==> src/core/psw_pkg.sv <==
// Purpose: Shared constants for the program status flag logic.
// Assumes: Nibble-wide data memory with 7-bit addresses.
// Notes: Offsets are the data memory addresses of the two status nibbles.
package psw_pkg;
    // =========================================================
    // Addresses
    localparam logic [6:0] PSW_ADDR_PTR_LOW = 7'h7E;
    localparam logic [6:0] PSW_ADDR_FLAGS = 7'h7F;
    // =========================================================
    // Field positions
    localparam int PSW_BIT_DECIMAL = 0;
    localparam int PSW_BIT_INDEX = 0;
    localparam int PSW_BIT_ZERO = 1;
    localparam int PSW_BIT_CARRY = 2;
    localparam int PSW_BIT_COMPARE = 3;
    // =========================================================
    // Reset values
    localparam logic [3:0] PSW_RST_PTR_LOW = 4'h0;
    localparam logic [3:0] PSW_RST_FLAGS = 4'h0;
    // =========================================================
    // Operations
    typedef enum logic [2:0] {
        PSW_OP_NONE = 3'h0,
        PSW_OP_ADD = 3'h1,
        PSW_OP_ADDC = 3'h2,
        PSW_OP_SUB = 3'h3,
        PSW_OP_SUBC = 3'h4,
        PSW_OP_ROTATE = 3'h5,
        PSW_OP_BIT_TEST = 3'h6
    } psw_op_t;
endpackage

==> src/core/psw_flag_logic.sv <==
// Operation
// - Status word: decimal bit at 7EH bit 0, four flags at 7FH.
// - Flag nibble: compare bit 3, carry bit 2, zero bit 1, index bit 0.
// - Reset clears all five bits; interrupt entry saves them to stack.
// - Index enable set applies index modification to data addresses.
// - Compare clear: zero set on zero result, cleared otherwise.
// - Compare set: zero kept on zero result, cleared otherwise.
// - Compare set suppresses arithmetic write-back; only carry and zero update.
// - Zero changes only by arithmetic; compare only by bit tests or writes.
// - A bit test instruction clears the compare flag.
// - Carry set on add carry or subtract borrow, else cleared.
// - Rotate right: old carry into msb, lsb into carry.
// - Carry updated only by arithmetic and rotation, regardless of compare.
// - Decimal flag set selects BCD arithmetic, else 4-bit binary.
// - Decimal flag has no effect on logic, tests or rotations.
// - Arithmetic result stored into the flag nibble overrides flag updates.
// - Fixed-zero bits ignore writes and read as zero.
// - Status nibbles read and write like ordinary data memory.
// - Real address is the data address ORed with the index register.
// - Upper three bits of 7EH hold the general row pointer.
//
// Purpose: Program status word, arithmetic flag update and address modification.
// Assumes: One core clock; execution unit presents one operation per cycle.
// Notes: The datapath computes the nibble result combinationally.
`timescale 1ns/100ps
module psw_flag_logic (
    input wire logic mclk,
    input wire logic sys_rst,
    input wire psw_pkg::psw_op_t op_code,
    input wire logic [3:0] op_a,
    input wire logic [3:0] op_b,
    input wire logic [6:0] op_dest_addr,
    input wire logic [6:0] mem_addr_in,
    input wire logic [6:0] index_register,
    input wire logic mem_wr_en,
    input wire logic [6:0] mem_wr_addr,
    input wire logic [3:0] mem_wr_data,
    input wire logic [6:0] mem_rd_addr,
    input wire logic int_take,
    input wire logic int_restore,
    input wire logic [4:0] int_restore_word,
    output logic [3:0] mem_rd_data,
    output logic mem_rd_hit,
    output logic [3:0] result_ff,
    output logic result_wr_ff,
    output logic [6:0] result_addr_ff,
    output logic [6:0] real_addr,
    output logic [4:0] int_save_word_ff,
    output logic int_save_ff,
    output logic [2:0] general_row_pointer,
    output logic carry_flag,
    output logic zero_flag,
    output logic compare_only_flag,
    output logic index_enable_flag,
    output logic decimal_flag
);
    import psw_pkg::*;

    typedef struct packed {
        logic [2:0] row_ptr;
        logic decimal;
        logic compare;
        logic carry;
        logic zero;
        logic index_en;
        logic [3:0] result;
        logic result_wr;
        logic [6:0] result_addr;
        logic [4:0] save_word;
        logic save;
    } psw_state_t;

    psw_state_t st_ff;
    psw_state_t nxt_st;

    // =========================================================
    // Arithmetic helpers
    // =========================================================
    function automatic logic is_arith(input psw_op_t op);
        is_arith = (op == PSW_OP_ADD) || (op == PSW_OP_ADDC) ||
                   (op == PSW_OP_SUB) || (op == PSW_OP_SUBC);
    endfunction

    logic [4:0] bin_sum;
    logic [3:0] arith_res;
    logic arith_carry;
    logic cin;
    logic sub_op;

    always_comb
    begin
        sub_op = (op_code == PSW_OP_SUB) || (op_code == PSW_OP_SUBC);
        cin = ((op_code == PSW_OP_ADDC) || (op_code == PSW_OP_SUBC)) ? st_ff.carry : 1'b0;
        if (sub_op)
        begin
            bin_sum = {1'b0, op_a} - {1'b0, op_b} - {4'h0, cin};
        end
        else
        begin
            bin_sum = {1'b0, op_a} + {1'b0, op_b} + {4'h0, cin};
        end
        if (st_ff.decimal && !sub_op)
        begin
            arith_carry = bin_sum > 5'h09;
            arith_res = arith_carry ? 4'(bin_sum + 5'h06) : bin_sum[3:0];
        end
        else if (st_ff.decimal)
        begin
            arith_carry = bin_sum[4];
            arith_res = arith_carry ? 4'(bin_sum - 5'h06) : bin_sum[3:0];
        end
        else
        begin
            arith_carry = bin_sum[4];
            arith_res = bin_sum[3:0];
        end
    end

    // =========================================================
    // Next state
    // =========================================================
    always_comb
    begin
        nxt_st = st_ff;
        nxt_st.result_wr = 1'b0;
        nxt_st.save = 1'b0;
        if (is_arith(op_code))
        begin
            nxt_st.carry = arith_carry;
            if (arith_res != 4'h0)
            begin
                nxt_st.zero = 1'b0;
            end
            else if (!st_ff.compare)
            begin
                nxt_st.zero = 1'b1;
            end
            nxt_st.result = arith_res;
            nxt_st.result_addr = op_dest_addr;
            nxt_st.result_wr = !st_ff.compare;
            if (!st_ff.compare && op_dest_addr == PSW_ADDR_FLAGS)
            begin
                nxt_st.compare = arith_res[PSW_BIT_COMPARE];
                nxt_st.carry = arith_res[PSW_BIT_CARRY];
                nxt_st.zero = arith_res[PSW_BIT_ZERO];
                nxt_st.index_en = arith_res[PSW_BIT_INDEX];
            end
            else if (!st_ff.compare && op_dest_addr == PSW_ADDR_PTR_LOW)
            begin
                nxt_st.row_ptr = arith_res[3:1];
                nxt_st.decimal = arith_res[PSW_BIT_DECIMAL];
            end
        end
        else if (op_code == PSW_OP_ROTATE)
        begin
            nxt_st.carry = op_a[0];
            nxt_st.result = {st_ff.carry, op_a[3:1]};
            nxt_st.result_addr = op_dest_addr;
            nxt_st.result_wr = 1'b1;
        end
        else if (op_code == PSW_OP_BIT_TEST)
        begin
            nxt_st.compare = 1'b0;
        end
        if (mem_wr_en && mem_wr_addr == PSW_ADDR_FLAGS)
        begin
            nxt_st.compare = mem_wr_data[PSW_BIT_COMPARE];
            nxt_st.carry = mem_wr_data[PSW_BIT_CARRY];
            nxt_st.zero = mem_wr_data[PSW_BIT_ZERO];
            nxt_st.index_en = mem_wr_data[PSW_BIT_INDEX];
        end
        if (mem_wr_en && mem_wr_addr == PSW_ADDR_PTR_LOW)
        begin
            nxt_st.row_ptr = mem_wr_data[3:1];
            nxt_st.decimal = mem_wr_data[PSW_BIT_DECIMAL];
        end
        if (int_take)
        begin
            nxt_st.save = 1'b1;
            nxt_st.save_word = {st_ff.decimal, st_ff.compare, st_ff.carry,
                                st_ff.zero, st_ff.index_en};
        end
        if (int_restore)
        begin
            {nxt_st.decimal, nxt_st.compare, nxt_st.carry,
             nxt_st.zero, nxt_st.index_en} = int_restore_word;
        end
        if (sys_rst)
        begin
            nxt_st = '0;
            {nxt_st.row_ptr, nxt_st.decimal} = PSW_RST_PTR_LOW;
            {nxt_st.compare, nxt_st.carry, nxt_st.zero, nxt_st.index_en} = PSW_RST_FLAGS;
        end
    end

    always_ff @(posedge mclk)
    begin
        st_ff <= nxt_st;
    end

    // =========================================================
    // Outputs
    // =========================================================
    // nibble read layout.
    always_comb
    begin
        mem_rd_hit = 1'b1;
        if (mem_rd_addr == PSW_ADDR_FLAGS)
        begin
            mem_rd_data = {st_ff.compare, st_ff.carry, st_ff.zero, st_ff.index_en};
        end
        else if (mem_rd_addr == PSW_ADDR_PTR_LOW)
        begin
            mem_rd_data = {st_ff.row_ptr, st_ff.decimal};
        end
        else
        begin
            mem_rd_hit = 1'b0;
            mem_rd_data = 4'h0;
        end
    end

    assign real_addr = st_ff.index_en ? (mem_addr_in | index_register) : mem_addr_in;

    assign result_ff = st_ff.result;
    assign result_wr_ff = st_ff.result_wr;
    assign result_addr_ff = st_ff.result_addr;
    assign int_save_word_ff = st_ff.save_word;
    assign int_save_ff = st_ff.save;
    assign general_row_pointer = st_ff.row_ptr;
    assign carry_flag = st_ff.carry;
    assign zero_flag = st_ff.zero;
    assign compare_only_flag = st_ff.compare;
    assign index_enable_flag = st_ff.index_en;
    assign decimal_flag = st_ff.decimal;
    // The nibbles have no fixed-zero bits; other addresses read zero here.

    // =========================================================
    // Assertions
    // =========================================================
    property p_zero_nonzero;
        @(posedge mclk) disable iff (sys_rst)
        (is_arith(op_code) && arith_res != 4'h0 && !mem_wr_en && !int_restore
         && !(op_dest_addr == PSW_ADDR_FLAGS && !compare_only_flag))
        |=> !zero_flag;
    endproperty
    a_zero_nonzero: assert property (p_zero_nonzero) else $error("zero not cleared");

    property p_zero_hold;
        @(posedge mclk) disable iff (sys_rst)
        (is_arith(op_code) && compare_only_flag && arith_res == 4'h0 && !mem_wr_en
         && !int_restore) |=> zero_flag == $past(zero_flag);
    endproperty
    a_zero_hold: assert property (p_zero_hold) else $error("zero changed in compare");

    property p_no_wb;
        @(posedge mclk) disable iff (sys_rst)
        (is_arith(op_code) && compare_only_flag) |=> !result_wr_ff;
    endproperty
    a_no_wb: assert property (p_no_wb) else $error("write-back in compare mode");

    property p_bit_test;
        @(posedge mclk) disable iff (sys_rst)
        (op_code == PSW_OP_BIT_TEST && !mem_wr_en && !int_restore) |=> !compare_only_flag;
    endproperty
    a_bit_test: assert property (p_bit_test) else $error("compare not cleared");

    property p_rotate;
        @(posedge mclk) disable iff (sys_rst)
        (op_code == PSW_OP_ROTATE && !mem_wr_en && !int_restore)
        |=> carry_flag == $past(op_a[0]) && result_ff[3] == $past(carry_flag);
    endproperty
    a_rotate: assert property (p_rotate) else $error("rotate wrong");

    property p_carry_stable;
        @(posedge mclk) disable iff (sys_rst)
        (op_code == PSW_OP_NONE && !mem_wr_en && !int_restore) |=> $stable(carry_flag);
    endproperty
    a_carry_stable: assert property (p_carry_stable) else $error("carry changed");

    property p_reset;
        @(posedge mclk) sys_rst |=> {decimal_flag, compare_only_flag, carry_flag,
                                     zero_flag, index_enable_flag} == 5'h00;
    endproperty
    a_reset: assert property (p_reset) else $error("flags not cleared");

    property p_index;
        @(posedge mclk) disable iff (sys_rst)
        !index_enable_flag |-> real_addr == mem_addr_in;
    endproperty
    a_index: assert property (p_index) else $error("address modified");

    property p_wr_flags;
        @(posedge mclk) disable iff (sys_rst)
        (mem_wr_en && mem_wr_addr == PSW_ADDR_FLAGS && !int_restore)
        |=> mem_rd_addr != PSW_ADDR_FLAGS || mem_rd_data == $past(mem_wr_data);
    endproperty
    a_wr_flags: assert property (p_wr_flags) else $error("flag nibble readback");

    property p_carry_add;
        @(posedge mclk) disable iff (sys_rst)
        (op_code == PSW_OP_ADD && !decimal_flag && !mem_wr_en && !int_restore
         && op_dest_addr != PSW_ADDR_FLAGS)
        |=> carry_flag == $past(({1'b0, op_a} + {1'b0, op_b}) > 5'h0F);
    endproperty
    a_carry_add: assert property (p_carry_add) else $error("add carry wrong");

    property p_borrow_sub;
        @(posedge mclk) disable iff (sys_rst)
        (op_code == PSW_OP_SUB && !mem_wr_en && !int_restore
         && op_dest_addr != PSW_ADDR_FLAGS)
        |=> carry_flag == $past(op_a < op_b);
    endproperty
    a_borrow_sub: assert property (p_borrow_sub) else $error("sub borrow wrong");

    property p_overwrite;
        @(posedge mclk) disable iff (sys_rst)
        (is_arith(op_code) && !compare_only_flag && op_dest_addr == PSW_ADDR_FLAGS
         && !mem_wr_en && !int_restore)
        |=> {compare_only_flag, carry_flag, zero_flag, index_enable_flag} == result_ff;
    endproperty
    a_overwrite: assert property (p_overwrite) else $error("flags kept");

    property p_ptr_write;
        @(posedge mclk) disable iff (sys_rst)
        (mem_wr_en && mem_wr_addr == PSW_ADDR_PTR_LOW && !int_restore)
        |=> {general_row_pointer, decimal_flag} == $past(mem_wr_data);
    endproperty
    a_ptr_write: assert property (p_ptr_write) else $error("pointer nibble write");

    property p_index_on;
        @(posedge mclk) disable iff (sys_rst)
        index_enable_flag |-> real_addr == (mem_addr_in | index_register);
    endproperty
    a_index_on: assert property (p_index_on) else $error("address not modified");

    property p_save;
        @(posedge mclk) disable iff (sys_rst)
        int_take |=> int_save_ff && int_save_word_ff == $past({decimal_flag,
            compare_only_flag, carry_flag, zero_flag, index_enable_flag});
    endproperty
    a_save: assert property (p_save) else $error("interrupt save wrong");
endmodule

==> config.mk <==
export PLATFORM = sky130hd
export DESIGN_NAME = psw_flag_logic
export DESIGN_NICKNAME = d
export VERILOG_FILES = /design/src/core/psw_pkg.sv /design/src/core/psw_flag_logic.sv
export SDC_FILE = /design/constraint.sdc
export NUM_CORES = 1
export LEC_CHECK = 0
export BUFFER_PORTS_ARGS = -buffer_cell sky130_fd_sc_hd__buf_2
export CAP_MARGIN = 20
export CORE_ASPECT_RATIO = 1.4
export CORE_UTILIZATION = 48
export DETAILED_ROUTE_END_ITERATION = 7
export PLACE_DENSITY = 0.83
export SLEW_MARGIN = 30
export SYNTH_ARGS = -nofsm -noshare
export SYNTH_HDL_FRONTEND = slang
export SYNTH_SLANG_ARGS = --single-unit
==> constraint.sdc <==
create_clock -name mclk -period 5.5 [get_ports mclk]
set_input_delay 0.55 -clock mclk [delete_from_list [all_inputs] [get_ports mclk]]
set_output_delay 0.55 -clock mclk [all_outputs]
set_load 0.1 [all_outputs]
=== Word-level counts from Yosys, hierarchy flattened ===
Index checks and enable logic that the tools add are counted.

* Flip-flop bits (word level): 26

* Add/subtract/negate cells: 6
* Order comparisons: 1
* Equality and inequality tests: 17
* Multiplexer cells: 29
* Bitwise operators: 1
* Reductions and logical operators: 27

{| class="wikitable"
|+ Operators with widths
! cell !! number
|-
| 4-bit 2-to-1 mux || 12
|-
| 7-bit == test, second input constant || 6
|-
| 12-bit 2-to-1 mux || 2
|-
| 3-bit nonzero test || 4
|-
| 4-bit nonzero test || 3
|-
| 1-bit 2-to-1 mux || 10
|-
| 5-bit 2-to-1 mux || 2
|-
| 3-bit == test, second input constant || 3
|-
| 3-bit AND reduction || 3
|-
| 7-bit 2-to-1 mux || 1
|-
| 7-bit OR || 1
|-
| 3-bit by 2-bit == test with 1-bit output, second input constant || 2
|-
| 2-bit nonzero test || 3
|-
| 4-bit by 4-bit adder with 5-bit output || 1
|-
| 5-bit by 1-bit adder with 5-bit output || 1
|-
| 5-bit by 4-bit greater-than comparator with 1-bit output, second input constant || 1
|-
| 1-bit logical AND || 5
|-
| 1-bit logical OR || 5
|-
| 5-bit by 2-bit inequality test with 1-bit output, second input constant || 1
|-
| 4-bit by 4-bit subtractor with 5-bit output || 1
|-
| 5-bit by 1-bit subtractor with 5-bit output || 1
|-
| 4-bit by 3-bit adder with 4-bit output, second input constant || 1
|-
| 2-bit 2-to-1 mux || 2
|-
| 4-bit by 2-bit inequality test with 1-bit output, second input constant || 1
|-
| 7 further kinds || 9
|}

=== Depth between registers and ports, before layout ===
Gate-level depths: netlist of run 1.

* Depth after elaboration: 15
* Mapped depth: 21
* Depth with buffers taken out: 19

=== Worst setup path after synthesis of run 1 ===
No wires, ideal clock.

* Kind: register to register
* Start: register st_ff (netlist bit carry_flag)
* End: register st_ff (netlist bit carry_flag)
* Data arrival time: 4.333 ns
* Required time: 5.420 ns
* Path slack: 1.087 ns
* Stages on the path, launching flop included: 14
* Path buffers: 0
* Clock period less this slack: 4.413 ns
* Cell sequence: dfxtp_1 -> nand3b_1 -> fa_1 -> fa_1 -> nor3b_1 -> o21ai_0 -> a31oi_1 -> nor2b_1 -> ha_1 -> a221o_1 -> or3_1 -> a2bb2oi_2 -> a311o_1 -> a211oi_2

* Cells in the longest elaborated chain, start to end: 11
* Elaborated cells on any way between the ends: 16
* Those cells by class: add/sub: 4; order compare: 1; mux: 11

{| class="wikitable"
|+ Ends and longest elaborated chain
! what !! line !! text
|-
| from (decl) || psw_flag_logic.sv:73 || <nowiki>psw_state_t st_ff;</nowiki>
|-
| from (signal assigned) || psw_flag_logic.sv:198 || <nowiki>st_ff <= nxt_st;</nowiki>
|-
| 1-bit 2-to-1 mux (*) || psw_flag_logic.sv:93 || <nowiki>cin = ((op_code == PSW_OP_ADDC) || (op_code == PSW_OP_SUBC)) ? st_ff.carry : 1'b0;</nowiki>
|-
| 5-bit by 1-bit adder with 5-bit output / 5-bit by 1-bit subtractor with 5-bit output (equally long branches) || psw_flag_logic.sv:100, psw_flag_logic.sv:96 ||
|-
| 5-bit 2-to-1 mux (*) || psw_flag_logic.sv:94 || <nowiki>if (sub_op)</nowiki>
|-
| 4-bit by 3-bit subtractor with 4-bit output || psw_flag_logic.sv:110 || <nowiki>arith_res = arith_carry ? 4'(bin_sum - 5'h06) : bin_sum[3:0];</nowiki>
|-
| 4-bit 2-to-1 mux || psw_flag_logic.sv:110 ||
|-
| 4-bit 2-to-1 mux || psw_flag_logic.sv:107 || <nowiki>else if (st_ff.decimal)</nowiki>
|-
| 4-bit 2-to-1 mux || psw_flag_logic.sv:102 || <nowiki>if (st_ff.decimal && !sub_op)</nowiki>
|-
| 4-bit 2-to-1 mux (*) || psw_flag_logic.sv:141 || <nowiki>if (!st_ff.compare && op_dest_addr == PSW_ADDR_FLAGS)</nowiki>
|-
| 2-bit 2-to-1 mux (*) || psw_flag_logic.sv:127 || <nowiki>if (is_arith(op_code))</nowiki>
|-
| 4-bit 2-to-1 mux (*) || psw_flag_logic.sv:165 || <nowiki>if (mem_wr_en && mem_wr_addr == PSW_ADDR_FLAGS)</nowiki>
|-
| 5-bit 2-to-1 mux (*) || psw_flag_logic.sv:183 || <nowiki>if (int_restore)</nowiki>
|}

Mark *: on every way between the ends. The rest lies on a longest branch, timed or not. The select of a mux whose other input is x is not followed.
A chain may end at the register's enable or synchronous reset.

=== Worst setup path after layout of run 1 ===
* Start: input port op_code[2]
* End: register st_ff (netlist bit carry_flag)

* Cells in the longest elaborated chain, start to end: 13
* Elaborated cells on any way between the ends: 29
* Those cells by class: add/sub: 4; order compare: 1; eq/ne: 5; mux: 11; reduce/logical: 8

{| class="wikitable"
|+ Ends and longest elaborated chain
! what !! line !! text
|-
| from (decl) || psw_flag_logic.sv:29 || <nowiki>input wire psw_pkg::psw_op_t op_code,</nowiki>
|-
| 3-bit by 2-bit == test with 1-bit output / 3-bit == test (equally long branches) || - ||
|-
| 1-bit logical OR || psw_flag_logic.sv:93 ||
|-
| 1-bit 2-to-1 mux || psw_flag_logic.sv:93 ||
|-
| 5-bit by 1-bit adder with 5-bit output / 5-bit by 1-bit subtractor with 5-bit output (equally long branches) || psw_flag_logic.sv:100, psw_flag_logic.sv:96 ||
|-
| 5-bit 2-to-1 mux || psw_flag_logic.sv:94 ||
|-
| 4-bit by 3-bit subtractor with 4-bit output || psw_flag_logic.sv:110 ||
|-
| 4-bit 2-to-1 mux || psw_flag_logic.sv:110 ||
|-
| 4-bit 2-to-1 mux || psw_flag_logic.sv:107 ||
|-
| 4-bit 2-to-1 mux || psw_flag_logic.sv:102 ||
|-
| 4-bit 2-to-1 mux || psw_flag_logic.sv:141 ||
|-
| 2-bit 2-to-1 mux || psw_flag_logic.sv:127 ||
|-
| 4-bit 2-to-1 mux || psw_flag_logic.sv:165 ||
|-
| 5-bit 2-to-1 mux || psw_flag_logic.sv:183 ||
|}

Several ways; a longest one is shown, not always the timed one. The select of a mux whose other input is x is not followed.

==> summary.txt, run 1 <==
Run status
  – Status: finished, final reports clean

Setup path
  – Critical Path RT: 5.70 ns
  – CP startpoint kind: primary input
  – CP Depth: 15
  – Top Family by Delay on Critical Path: compound AO/OA/AOI/OAI gates
  – CP max stage cell: fa_1
  – Worst Setup End Kind: flop
  – Critical path's largest stage delay: 0.43 ns
  – Worst-path cell chain: buf_2, xor2_1, nand3b_1, fa_1, fa_1, nor3_1, o21ai_0, a31oi_1, nor2b_1, ha_1, a221o_1, or3_1, a2bb2oi_2, a311o_1, a211oi_2
  – Crit path kind: primary input to flop
  – Worst flop-to-flop path endpoint: carry_flag
  – Crit Reg-Reg Startpoint: carry_flag
  – Buf/Inv on CP: 1
  – Max FO, Critical Path: 22
  – Register-to-register setup slack: 1.40 ns
  – R2R depth: 13
  – Setup crit end: carry_flag
  – Crit. Startpoint: op_code[2]
  – Arrival @ worst endpoint: 4.52 ns
  – Most frequent cell on the critical path: fa_1

Clocking
  – CTS Buf Count: 3
  – Root Driver: clkbuf_8
  – # resized after CTS: 0
  – Clock tree from TritonCTS: yes
  – Post-CTS Setup Inserts: 0
  – Clock tree buffer depth: 2
  – # hold bufs at CTS: 0
  – Skew-Pair Late Insertion Delay: 0.27 ns
  – H-tree depth: 1
  – Clock sinks: 26
  – Clock slew at reported path FFs: 0.09 ns

Global route
  – Largest net degree at the start of global routing: 23
  – Number of global-route vias before repair: 2,190
  – Initial antenna violation count: 0
  – Global Route Usage Sum: 24.6%
  – GRT Residual Overflow: 0
  – First-pass GRT wire length: 9370 um

Timing
  – Layout Skew: 0.00281 ns
  – Relative slew slack: 45.2%
  – Final worst slack: 1.19 ns
  – Setup_tns: 0 ns
  – Max Clk Rate: 232 MHz
  – Unrepaired setup endpoints after global routing: no
  – Finish-stage setup viols: 0
  – WHS: 0.456 ns
  – Final Slew Violations: 0
  – Hold Fails Final Rpt: 0
  – Min Tclk post-route: 4.31 ns
  – Tcrit/Tclk final: 78.4%
  – Worst Tran Pin Value: 0.822 ns

Finish
  – Most common cell after layout, fill and taps aside: buf_2
  – Layout cell share with drive strength beyond 1: 29.8%
  – Filler cell count: 418
  – Most frequent cells in the layout: buf_2, nand2_1, dfxtp_1
  – Fin nets: 452
  – Layout area overhead: 24.9%
  – Post-Layout Cell Count: 438
  – Antenna cell count: 0

Detailed routing
  – Via Count: 2,427
  – DRC Markers: 0
  – 1st-iter DRT viols: 92
  – Routed WL: 6130 um
  – DR pass1 iterations: 5
  – WL/cell: 14.0 um
  – Vias/cell: 5.54
  – Post-route ant nets: 0

Place
  – Gp weighted congestion: 0.872
  – Dpl hpwl: 4950 um
  – Post-Place Worst Slack: 0.906 ns
  – PortBufs: 97
  – Dpl cells: 434

Synth
  – Synthesized Nets: 365
  – Synth warnings: 0
  – Seq cells post-synth: 26
  – Synth top area share: 23.3%
  – Post-synthesis sequential area ratio: 23.3%
  – Post-synth EDFFs: 0
  – Post-synth ARST share: 0%
  – Avg Cell Area, Syn: 7.71 um^2
  – Netlist Area Pre-Place: 2230 um^2
  – Cell taking the most area after synthesis: dfxtp_1
  – Dominant cells by area after synthesis: dfxtp_1, mux2i_1, ha_1, nand2_1, a21oi_1
  – Post-synth top flop: dfxtp_1
  – Distinct cells, synth: 55
  – Post-Syn Instances: 290

Run
  – MaxCap Viol Count: 0

Power
  – Pwr/cell area: 245 nW/um^2
  – Leakage: 1.39 nW
  – Tot Pwr: 0.685 mW
  – VDD IR-drop max: 0.0999 mV

Min path
  – Hold wc startpoint: result_addr_ff[0]
  – Hold WC Path Type: flop to flop
  – Hold Path Depth: 2

Floorplanning
  – Top-Level Pins: 98
  – Starting Density: 49.7%
  – Die area: 4940 um^2
  – Die Wd: 59.7 um
  – Core Rows: 29
  – Die H: 82.7 um
  – Total core area: 4500 um^2
cells in the mapped netlist (all sizes together) (3+ instances only):
library cell / n
o21ai: 20
xnor2: 4
a21oi: 20
nor3: 15
and2: 5
o31ai: 3
buf: 5
a31oi: 3
mux2i: 14
a21o: 10
nand2: 30
nor2: 25
dfxtp: 26
and3: 3
nand3b: 4
inv: 24
a211oi: 7
clkbuf: 10
nor2b: 4
fa: 4
or3: 3
nand2b: 4
nand3: 4
a2111oi: 4
ha: 11
final cells by class:
cell class / count / area [um^2] / share of cell area [%]
clock inverters: 1 / 30.0 / 1.08
inverters: 24 / 90.1 / 3.23
multi-input cells: 225 / 1550 / 55.4
clock buffers: 3 / 41.3 / 1.48
well taps: 62 / 77.6 / 2.78
flip-flops and latches: 26 / 520 / 18.6
repair buffers: 97 / 485 / 17.4
tightest hold or removal path, stage by stage (launching register included):
cell	delay, ns
dfxtp_1	0.32
nand2_1	0.05
a21oi_1	0.05
through the flow:
stage          util [%]  cell area (um^2)
2_1_floorplan         -              2230
3_3_place_gp       60.5              2720
3_5_place_dp       60.5              2720
4_1_cts            62.0              2790
5_1_grt            62.0              2790
6_report           62.0              2790
power by group:
group / internal (mW) / switching (mW)
logic: 0.0906 / 0.226
clock network: 0.0974 / 0.0608
registers: 0.200 / 0.00984
total: 0.388 / 0.296
routing by layer:
| metal | wire (um) | up-vias | GRT usage, % |
|---|---|---|---|
| met1 | 2360 | 1101 | 26.5 |
| met2 | 3210 | 102 | 46.4 |
| li1 | - | 1203 | - |
| met5 | 0 | - | 0 |
| met4 | 228 | 0 | 13.5 |
| met3 | 330 | 21 | 1.40 |
logic make-up after synthesis:
logic type,after synthesis,share of synthesized area [%]
simple gates,109,25.5
compound gates,82,25.8
fa+ha+maj,15,9.74
mux,14,6.27
xor+xnor,5,1.96
flops,26,23.3
buf+inv,39,7.50
registers in the layout, summed over array words and instances, names as in the netlist:
signal	count
carry_flag	1
int_save_word_ff	5
int_save_ff	1
result_wr_ff	1
result_addr_ff	7
general_row_pointer	3
zero_flag	1
decimal_flag	1
index_enable_flag	1
result_ff	4
compare_only_flag	1
how the worst min path moves through the flow:
stage	end	slack, ns
2_1_floorplan	compare_only_flag	0.64
3_3_place_gp	result_addr_ff[2]	0.44
3_5_place_dp	result_addr_ff[0]	0.45
4_1_cts	result_addr_ff[0]	0.46
5_1_grt	result_addr_ff[0]	0.48
6_report	result_addr_ff[0]	0.46
No activity file was read; power rests on OpenSTA's default activity.
==> inputs of run 2 (changes only) <==
--- a/config.mk
+++ b/config.mk
@@ -8,9 +8,9 @@
 export BUFFER_PORTS_ARGS = -buffer_cell sky130_fd_sc_hd__buf_2
 export CAP_MARGIN = 20
 export CORE_ASPECT_RATIO = 1.4
-export CORE_UTILIZATION = 48
+export CORE_UTILIZATION = 43
 export DETAILED_ROUTE_END_ITERATION = 7
-export PLACE_DENSITY = 0.83
+export PLACE_DENSITY = 0.79
 export SLEW_MARGIN = 30
 export SYNTH_ARGS = -nofsm -noshare
 export SYNTH_HDL_FRONTEND = slang
==> constraint.sdc (replaced) <==
create_clock -name mclk -period 3.5 [get_ports mclk]
set_input_delay 0.35 -clock mclk [delete_from_list [all_inputs] [get_ports mclk]]
set_output_delay 0.35 -clock mclk [all_outputs]
set_load 0.1 [all_outputs]
==> summary.txt, run 2 (same netlist as run 1, synthesis figures left out) <==
Power
  – Seq pwr share: 28.4% (-2.3 points)
  – Net switching power: 0.504 mW (+70%)
  – VDD IR-drop max: 0.146 mV (+47%)
  – Int Pwr: 0.652 mW (+68%)
  – Combinational share of power: 52.6% (+6.4 points)
  – Net Sw Frac: 43.6% (+0.30 points)
  – Leakage: 1.53 nW (+10%)
  – Tot Pwr: 1.16 mW (+69%)
  – Clk pwr share: 19.0% (-4.1 points)
  – Pwr/cell area: 371 nW/um^2 (+51%)

Detailed routing
  – Routed WL: 6750 um (+10%)
  – Via Count: 2,531 (+4.3%)
  – WL/cell: 14.5 um (+3.5%)
  – DRC Markers: 0 (unchanged)
  – Vias/cell: 5.43 (-2.0%)
  – 1st-iter DRT viols: 127 (+38%)
  – DR pass1 iterations: 4 (-1)
  – Post-route ant nets: 0 (unchanged)

Min path
  – Hold WC Path Type: primary input to flop
  – Hold Path Depth: 3 (+1)
  – Hold Crit Endpoint: result_addr_ff[4]
  – Hold wc startpoint: op_dest_addr[4]

Place
  – Post-Place Worst Slack: -0.403 ns (-1.31 ns)
  – Dpl hpwl: 5500 um (+11%)
  – Placed Instance Area: 2960 um^2 (+8.8%)
  – Dpl cells: 460 (+6.0%)
  – PortBufs: 97 (unchanged)
  – Gp weighted congestion: 0.897 (+2.9%)

Global route
  – Number of global-route vias before repair: 2,403 (+9.7%)
  – GRT Residual Overflow: 0 (unchanged)
  – First-pass GRT wire length: 10,900 um (+17%)
  – Global Route Usage Sum: 24.6% (about the same)
  – Initial antenna violation count: 0 (unchanged)
  – Largest net degree at the start of global routing: 23 (unchanged)

Setup path
  – Crit path kind: flop to flop
  – Most frequent cell on the critical path: fa_2
  – Worst Setup End Kind: flop
  – Crit Reg-Reg Startpoint: carry_flag
  – Max FO, Critical Path: 4 (-82%)
  – Worst-path cell chain: nand3b_1, fa_2, fa_2, nor3b_2, o21ai_2, a31oi_4, nor2b_2, ha_2, a221o_1, or3_1, a2bb2oi_2, a311o_1, a211oi_2
  – Crit. Startpoint: carry_flag
  – CP max stage cell: fa_2
  – CP startpoint kind: flop
  – Arrival @ worst endpoint: 3.74 ns (-0.78 ns)
  – R2R depth: 13 (unchanged)
  – Worst flop-to-flop path endpoint: carry_flag
  – Register-to-register setup slack: -0.05 ns (-1.45 ns)
  – Critical path's largest stage delay: 0.40 ns (-0.03 ns)
  – Critical Path RT: 3.69 ns (-2.01 ns)

Floorplanning
  – Starting Density: 45.4% (-4.2 points)
  – Die H: 87.3 um (+5.5%)
  – Top-Level Pins: 98 (unchanged)
  – Die area: 5490 um^2 (+11%)
  – Die Wd: 62.9 um (+5.5%)
  – Core Rows: 30 (+3.4%)
  – Total core area: 4920 um^2 (+9.3%)

Timing
  – Relative slew slack: 43.0% (-2.2 points)
  – Max Clk Rate: 282 MHz
  – Min Tclk post-route: 3.55 ns
  – Final worst slack: -0.0496 ns (-1.24 ns)
  – Final Slew Violations: 0 (unchanged)
  – WHS: 0.318 ns (-0.138 ns)
  – Worst Tran Pin Value: 0.855 ns (+0.0332 ns)
  – Unrepaired setup endpoints after global routing: yes
  – Finish-stage setup viols: 1 (+1)
  – Tcrit/Tclk final: 101%
  – Layout Skew: 0.00313 ns (+0.000319 ns)
  – Hold Fails Final Rpt: 0 (unchanged)
  – Setup_tns: -0.0496 ns (-0.0496 ns)

Run
  – MaxCap Viol Count: 0 (unchanged)

Clocking
  – Clock tree from TritonCTS: yes
  – Root Driver: clkbuf_8
  – Skew-Pair Late Insertion Delay: 0.27 ns (about the same)
  – Clock tree buffer depth: 2 (unchanged)
  – CTS Buf Count: 3 (unchanged)
  – Clock slew at reported path FFs: 0.09 ns (about the same)
  – Clock sinks: 26 (unchanged)
  – H-tree depth: 1 (unchanged)

Finish
  – Fin nets: 478 (+5.8%)
  – Post-Layout Cell Count: 466 (+6.4%)
  – Most common cell after layout, fill and taps aside: buf_2
  – Layout cell share with drive strength beyond 1: 40.3% (+11 points)
  – Final instance area: 3120 um^2 (+12%)
  – Filler cell count: 453 (+8.4%)
  – Layout area overhead: 39.5%
  – Final Core Density: 63.4% (+1.4 points)
  – Antenna cell count: 0 (unchanged)
  – Most frequent cells in the layout: buf_2, nand2_1, buf_4
  – Max reg flops: 7 (unchanged)

Run status
  – Failing checks: setup timing
  – Status: complete, but fails checks
## run 2: cell count changes in the layout (fill, tap and decap cells not counted), moves of 2 or more
cell / change
ha_1: -2
nor3_2: +2
inv_2: +2
fa_2: +4
fa_1: -4
inv_1: -2
nor3_1: -3
o21ai_2: +2
o21ai_0: -3
buf_4: +26
## run 2: power groups by stage
stage               Clock [mW]  Combinational [mW]  Sequential [mW]
finish                   0.219               0.608            0.329
global route             0.233               0.649            0.332
CTS                      0.221               0.589            0.329
detailed placement           0               0.579            0.336
global placement             0               0.566            0.335
floorplan                    0               0.273            0.471
## run 2: worst max path at each step
stage	to
2_1_floorplan	carry_flag
3_3_place_gp	carry_flag
3_5_place_dp	carry_flag
4_1_cts	carry_flag
5_1_grt	zero_flag
6_report	carry_flag
## run 2: layout make-up
cell class	count	area [um^2]	share of cell area, %
multi-input cells	225	1680	53.8
repair buffers	123	681	21.8
flip-flops and latches	26	524	16.8
inverters	24	90.1	2.89
well taps	64	80.1	2.57
clock buffers	4	66.3	2.13
## run 2: critical path: cells and delay by family, from the launching register on
kind | cells | cell delay, ns
DFF | 1 | 0.37
and+or+nand+nor | 4 | 0.73
adders and majority gates | 3 | 0.98
AOI/OAI and AO/OA | 6 | 1.40
## run 2: routing by layer
metal	routed length (um)	track usage [%]	vias to the layer above
li1	-	-	1260
met1	2700	27.8	1160
met2	3490	44.2	86
met3	294	2.88	25
met4	271	14.0	0
met5	0	0	-
## run 2: repair_timing
item / 4_1_cts / 5_1_grt
resized for setup: 7 / 6
pin swaps: 5 / 4
cloned: 0 / 0
hold buffers: 0 / 0
setup endpoints to repair: 3 / 9
setup buffers: 1 / 1
==> inputs of run 3 (changes only) <==
--- a/config.mk
+++ b/config.mk
@@ -11,6 +11,7 @@
 export CORE_UTILIZATION = 43
 export DETAILED_ROUTE_END_ITERATION = 7
 export PLACE_DENSITY = 0.79
+export SETUP_SLACK_MARGIN = 0.1
 export SLEW_MARGIN = 30
 export SYNTH_ARGS = -nofsm -noshare
 export SYNTH_HDL_FRONTEND = slang
==> summary.txt, run 3 (same netlist as run 1, synthesis figures left out) <==
Run status
  – Status: complete, but fails checks
  – Failing checks: setup timing

Clocking
  – Clock slew at reported path FFs: 0.09 ns (about the same)
  – Root Driver: clkbuf_8
  – Skew-Pair Late Insertion Delay: 0.27 ns (about the same)
  – CTS Buf Count: 3 (unchanged)
  – H-tree depth: 1 (unchanged)
  – Clock sinks: 26 (unchanged)
  – Clock tree buffer depth: 2 (unchanged)
  – Clock tree from TritonCTS: yes

Min path
  – Hold Crit Endpoint: result_addr_ff[6]
  – Hold WC Path Type: primary input to flop
  – Hold Path Depth: 3 (unchanged)
  – Hold wc startpoint: op_dest_addr[6]

Power
  – Int Pwr: 0.643 mW (-1.4%)
  – Clk pwr share: 16.9% (-2.1 points)
  – Leakage: 1.56 nW (+1.8%)
  – Seq pwr share: 28.8% (+0.4 points)
  – Net switching power: 0.496 mW (-1.6%)
  – VDD IR-drop max: 0.140 mV (-4.3%)
  – Net Sw Frac: 43.5% (-0.046 points)
  – Combinational share of power: 54.3% (+1.7 points)
  – Pwr/cell area: 362 nW/um^2 (-2.3%)
  – Tot Pwr: 1.14 mW (-1.5%)

Setup path
  – Max FO, Critical Path: 4 (unchanged)
  – Crit Reg-Reg Startpoint: carry_flag
  – Arrival @ worst endpoint: 3.73 ns (about the same)
  – Worst flop-to-flop path endpoint: carry_flag
  – Worst Setup End Kind: flop
  – Crit path kind: flop to flop
  – Register-to-register setup slack: -0.03 ns (+0.02 ns)
  – Critical Path RT: 3.70 ns (about the same)
  – CP startpoint kind: flop
  – R2R depth: 13 (unchanged)

Global route
  – GRT Residual Overflow: 0 (unchanged)
  – First-pass GRT wire length: 10,200 um (-6.3%)
  – Initial antenna violation count: 0 (unchanged)
  – Number of global-route vias before repair: 2,316 (-3.6%)
  – Global Route Usage Sum: 23.2% (-1.4 points)
  – Largest net degree at the start of global routing: 23 (unchanged)

Timing
  – Min Tclk post-route: 3.53 ns (-0.0178 ns)
  – Worst Tran Pin Value: 0.771 ns (-0.0843 ns)
  – Final worst slack: -0.0318 ns (+0.0178 ns)
  – Final Slew Violations: 0 (unchanged)
  – Max Clk Rate: 283 MHz (+0.50%)
  – Hold Fails Final Rpt: 0 (unchanged)
  – Unrepaired setup endpoints after global routing: yes
  – Finish-stage setup viols: 1 (unchanged)
  – Relative slew slack: 48.6% (+5.6 points)
  – Layout Skew: 0.00582 ns (+0.00270 ns)
  – Tcrit/Tclk final: 101% (-0.51 points)

Detailed routing
  – Metal3 WL: 272 um (-7.5%)
  – DRC Markers: 0 (unchanged)
  – Post-route ant nets: 0 (unchanged)
  – WL met2: 3440 um (-1.5%)
  – Routed met1 length: 2440 um (-9.4%)
  – Routed WL: 6360 um (-5.8%)
  – DR pass1 iterations: 4 (unchanged)
  – Via Count: 2,567 (+1.4%)
  – WL/cell: 13.5 um (-7.0%)
  – Highest routed metal layer: met4
  – Vias/cell: 5.44 (+0.13%)
  – 1st-iter DRT viols: 114 (-10%)

Finish
  – Fin nets: 484 (+1.3%)
  – Post-Layout Cell Count: 472 (+1.3%)
  – Antenna cell count: 0 (unchanged)
  – Most common cell after layout, fill and taps aside: buf_2
  – Layout area overhead: 40.6%
  – Layout cell share with drive strength beyond 1: 41.7% (+1.4 points)
  – Max reg flops: 7 (unchanged)
  – Most frequent cells in the layout: buf_2, buf_4, nand2_1

Place
  – Dpl hpwl: 5240 um (-4.8%)
  – PortBufs: 97 (unchanged)
  – Dpl cells: 463 (+0.65%)
  – Gp weighted congestion: 0.859 (-4.3%)

Floorplanning
  – Top-Level Pins: 98 (unchanged)
  – Starting Density: 45.4% (unchanged)
  – Die area: 5490 um^2 (unchanged)
  – Die Wd: 62.9 um (unchanged)
  – Total core area: 4920 um^2 (unchanged)
  – Die H: 87.3 um (unchanged)
  – Core Rows: 30 (unchanged)

Run
  – MaxCap Viol Count: 0 (unchanged)
[run 3: power by group through the flow]
stage	registers [mW]	logic (mW)	clock network, mW
6_report	0.328	0.619	0.193
5_1_grt	0.332	0.661	0.206
4_1_cts	0.328	0.595	0.194
3_5_place_dp	0.335	0.583	0
3_3_place_gp	0.335	0.571	0
2_1_floorplan	0.471	0.273	0
[run 3: how the worst max path moves through the flow]
stage / from / to / slack, ns / depth (start not counted)
3_3_place_gp: op_code[2] / carry_flag / -0.23 / 17
3_5_place_dp: op_code[2] / zero_flag / -0.35 / 18
2_1_floorplan: op_code[2] / carry_flag / -0.32 / 17
6_report: carry_flag / carry_flag / -0.03 / 13
5_1_grt: carry_flag / carry_flag / -0.16 / 13
4_1_cts: carry_flag / carry_flag / 0.02 / 13
[run 3: what timing repair did]
item,in CTS,in global routing
setup buffers,3,2
gates resized for setup,7,9
pin swaps,10,8
setup endpoints to repair,6,9
hold buffers,0,0
[run 3: layout make-up]
| type | instances | area, um^2 |
|---|---|---|
| Clock buffer | 4 | 55.1 |
| Fill cell | 441 | 1770 |
| Inverter | 24 | 90.1 |
| Multi-Input combinational cell | 225 | 1670 |
| Sequential cell | 26 | 524 |
| Tap cell | 64 | 80.1 |
| Timing Repair Buffer | 129 | 726 |
[run 3: routing by layer]
metal	vias up	track usage [%]
met5	-	0
met4	0	10.6
met3	24	2.88
met2	81	45.1
met1	1196	24.4
li1	1266	-
[run 3: critical path, stage by stage, from the launching register on]
cell and delay, ns:
dfxtp_4 0.36, nand3b_1 0.11, fa_2 0.38, fa_2 0.38, nor3b_2 0.19, o21ai_2 0.09
a31oi_4 0.24, nor2b_4 0.07, ha_2 0.20, a221o_1 0.33, or3_4 0.36, a2bb2oi_4 0.16
a311o_1 0.38, a211oi_2 0.20
[run 3: stage by stage]
step                setup TNS (ns)  util, %  area [um^2]  hold WS, ns  worst slack, ns
finish                     -0.0318     63.9         3140        0.316          -0.0318
global placement            -0.946     60.7         2980        0.441           -0.231
floorplan                   -0.788        -         2310        0.441           -0.321
detailed placement           -1.76     60.7         2980        0.444           -0.353
global route                -0.363     63.9         3140        0.318           -0.158
CTS                              0     62.8         3090        0.318           0.0237
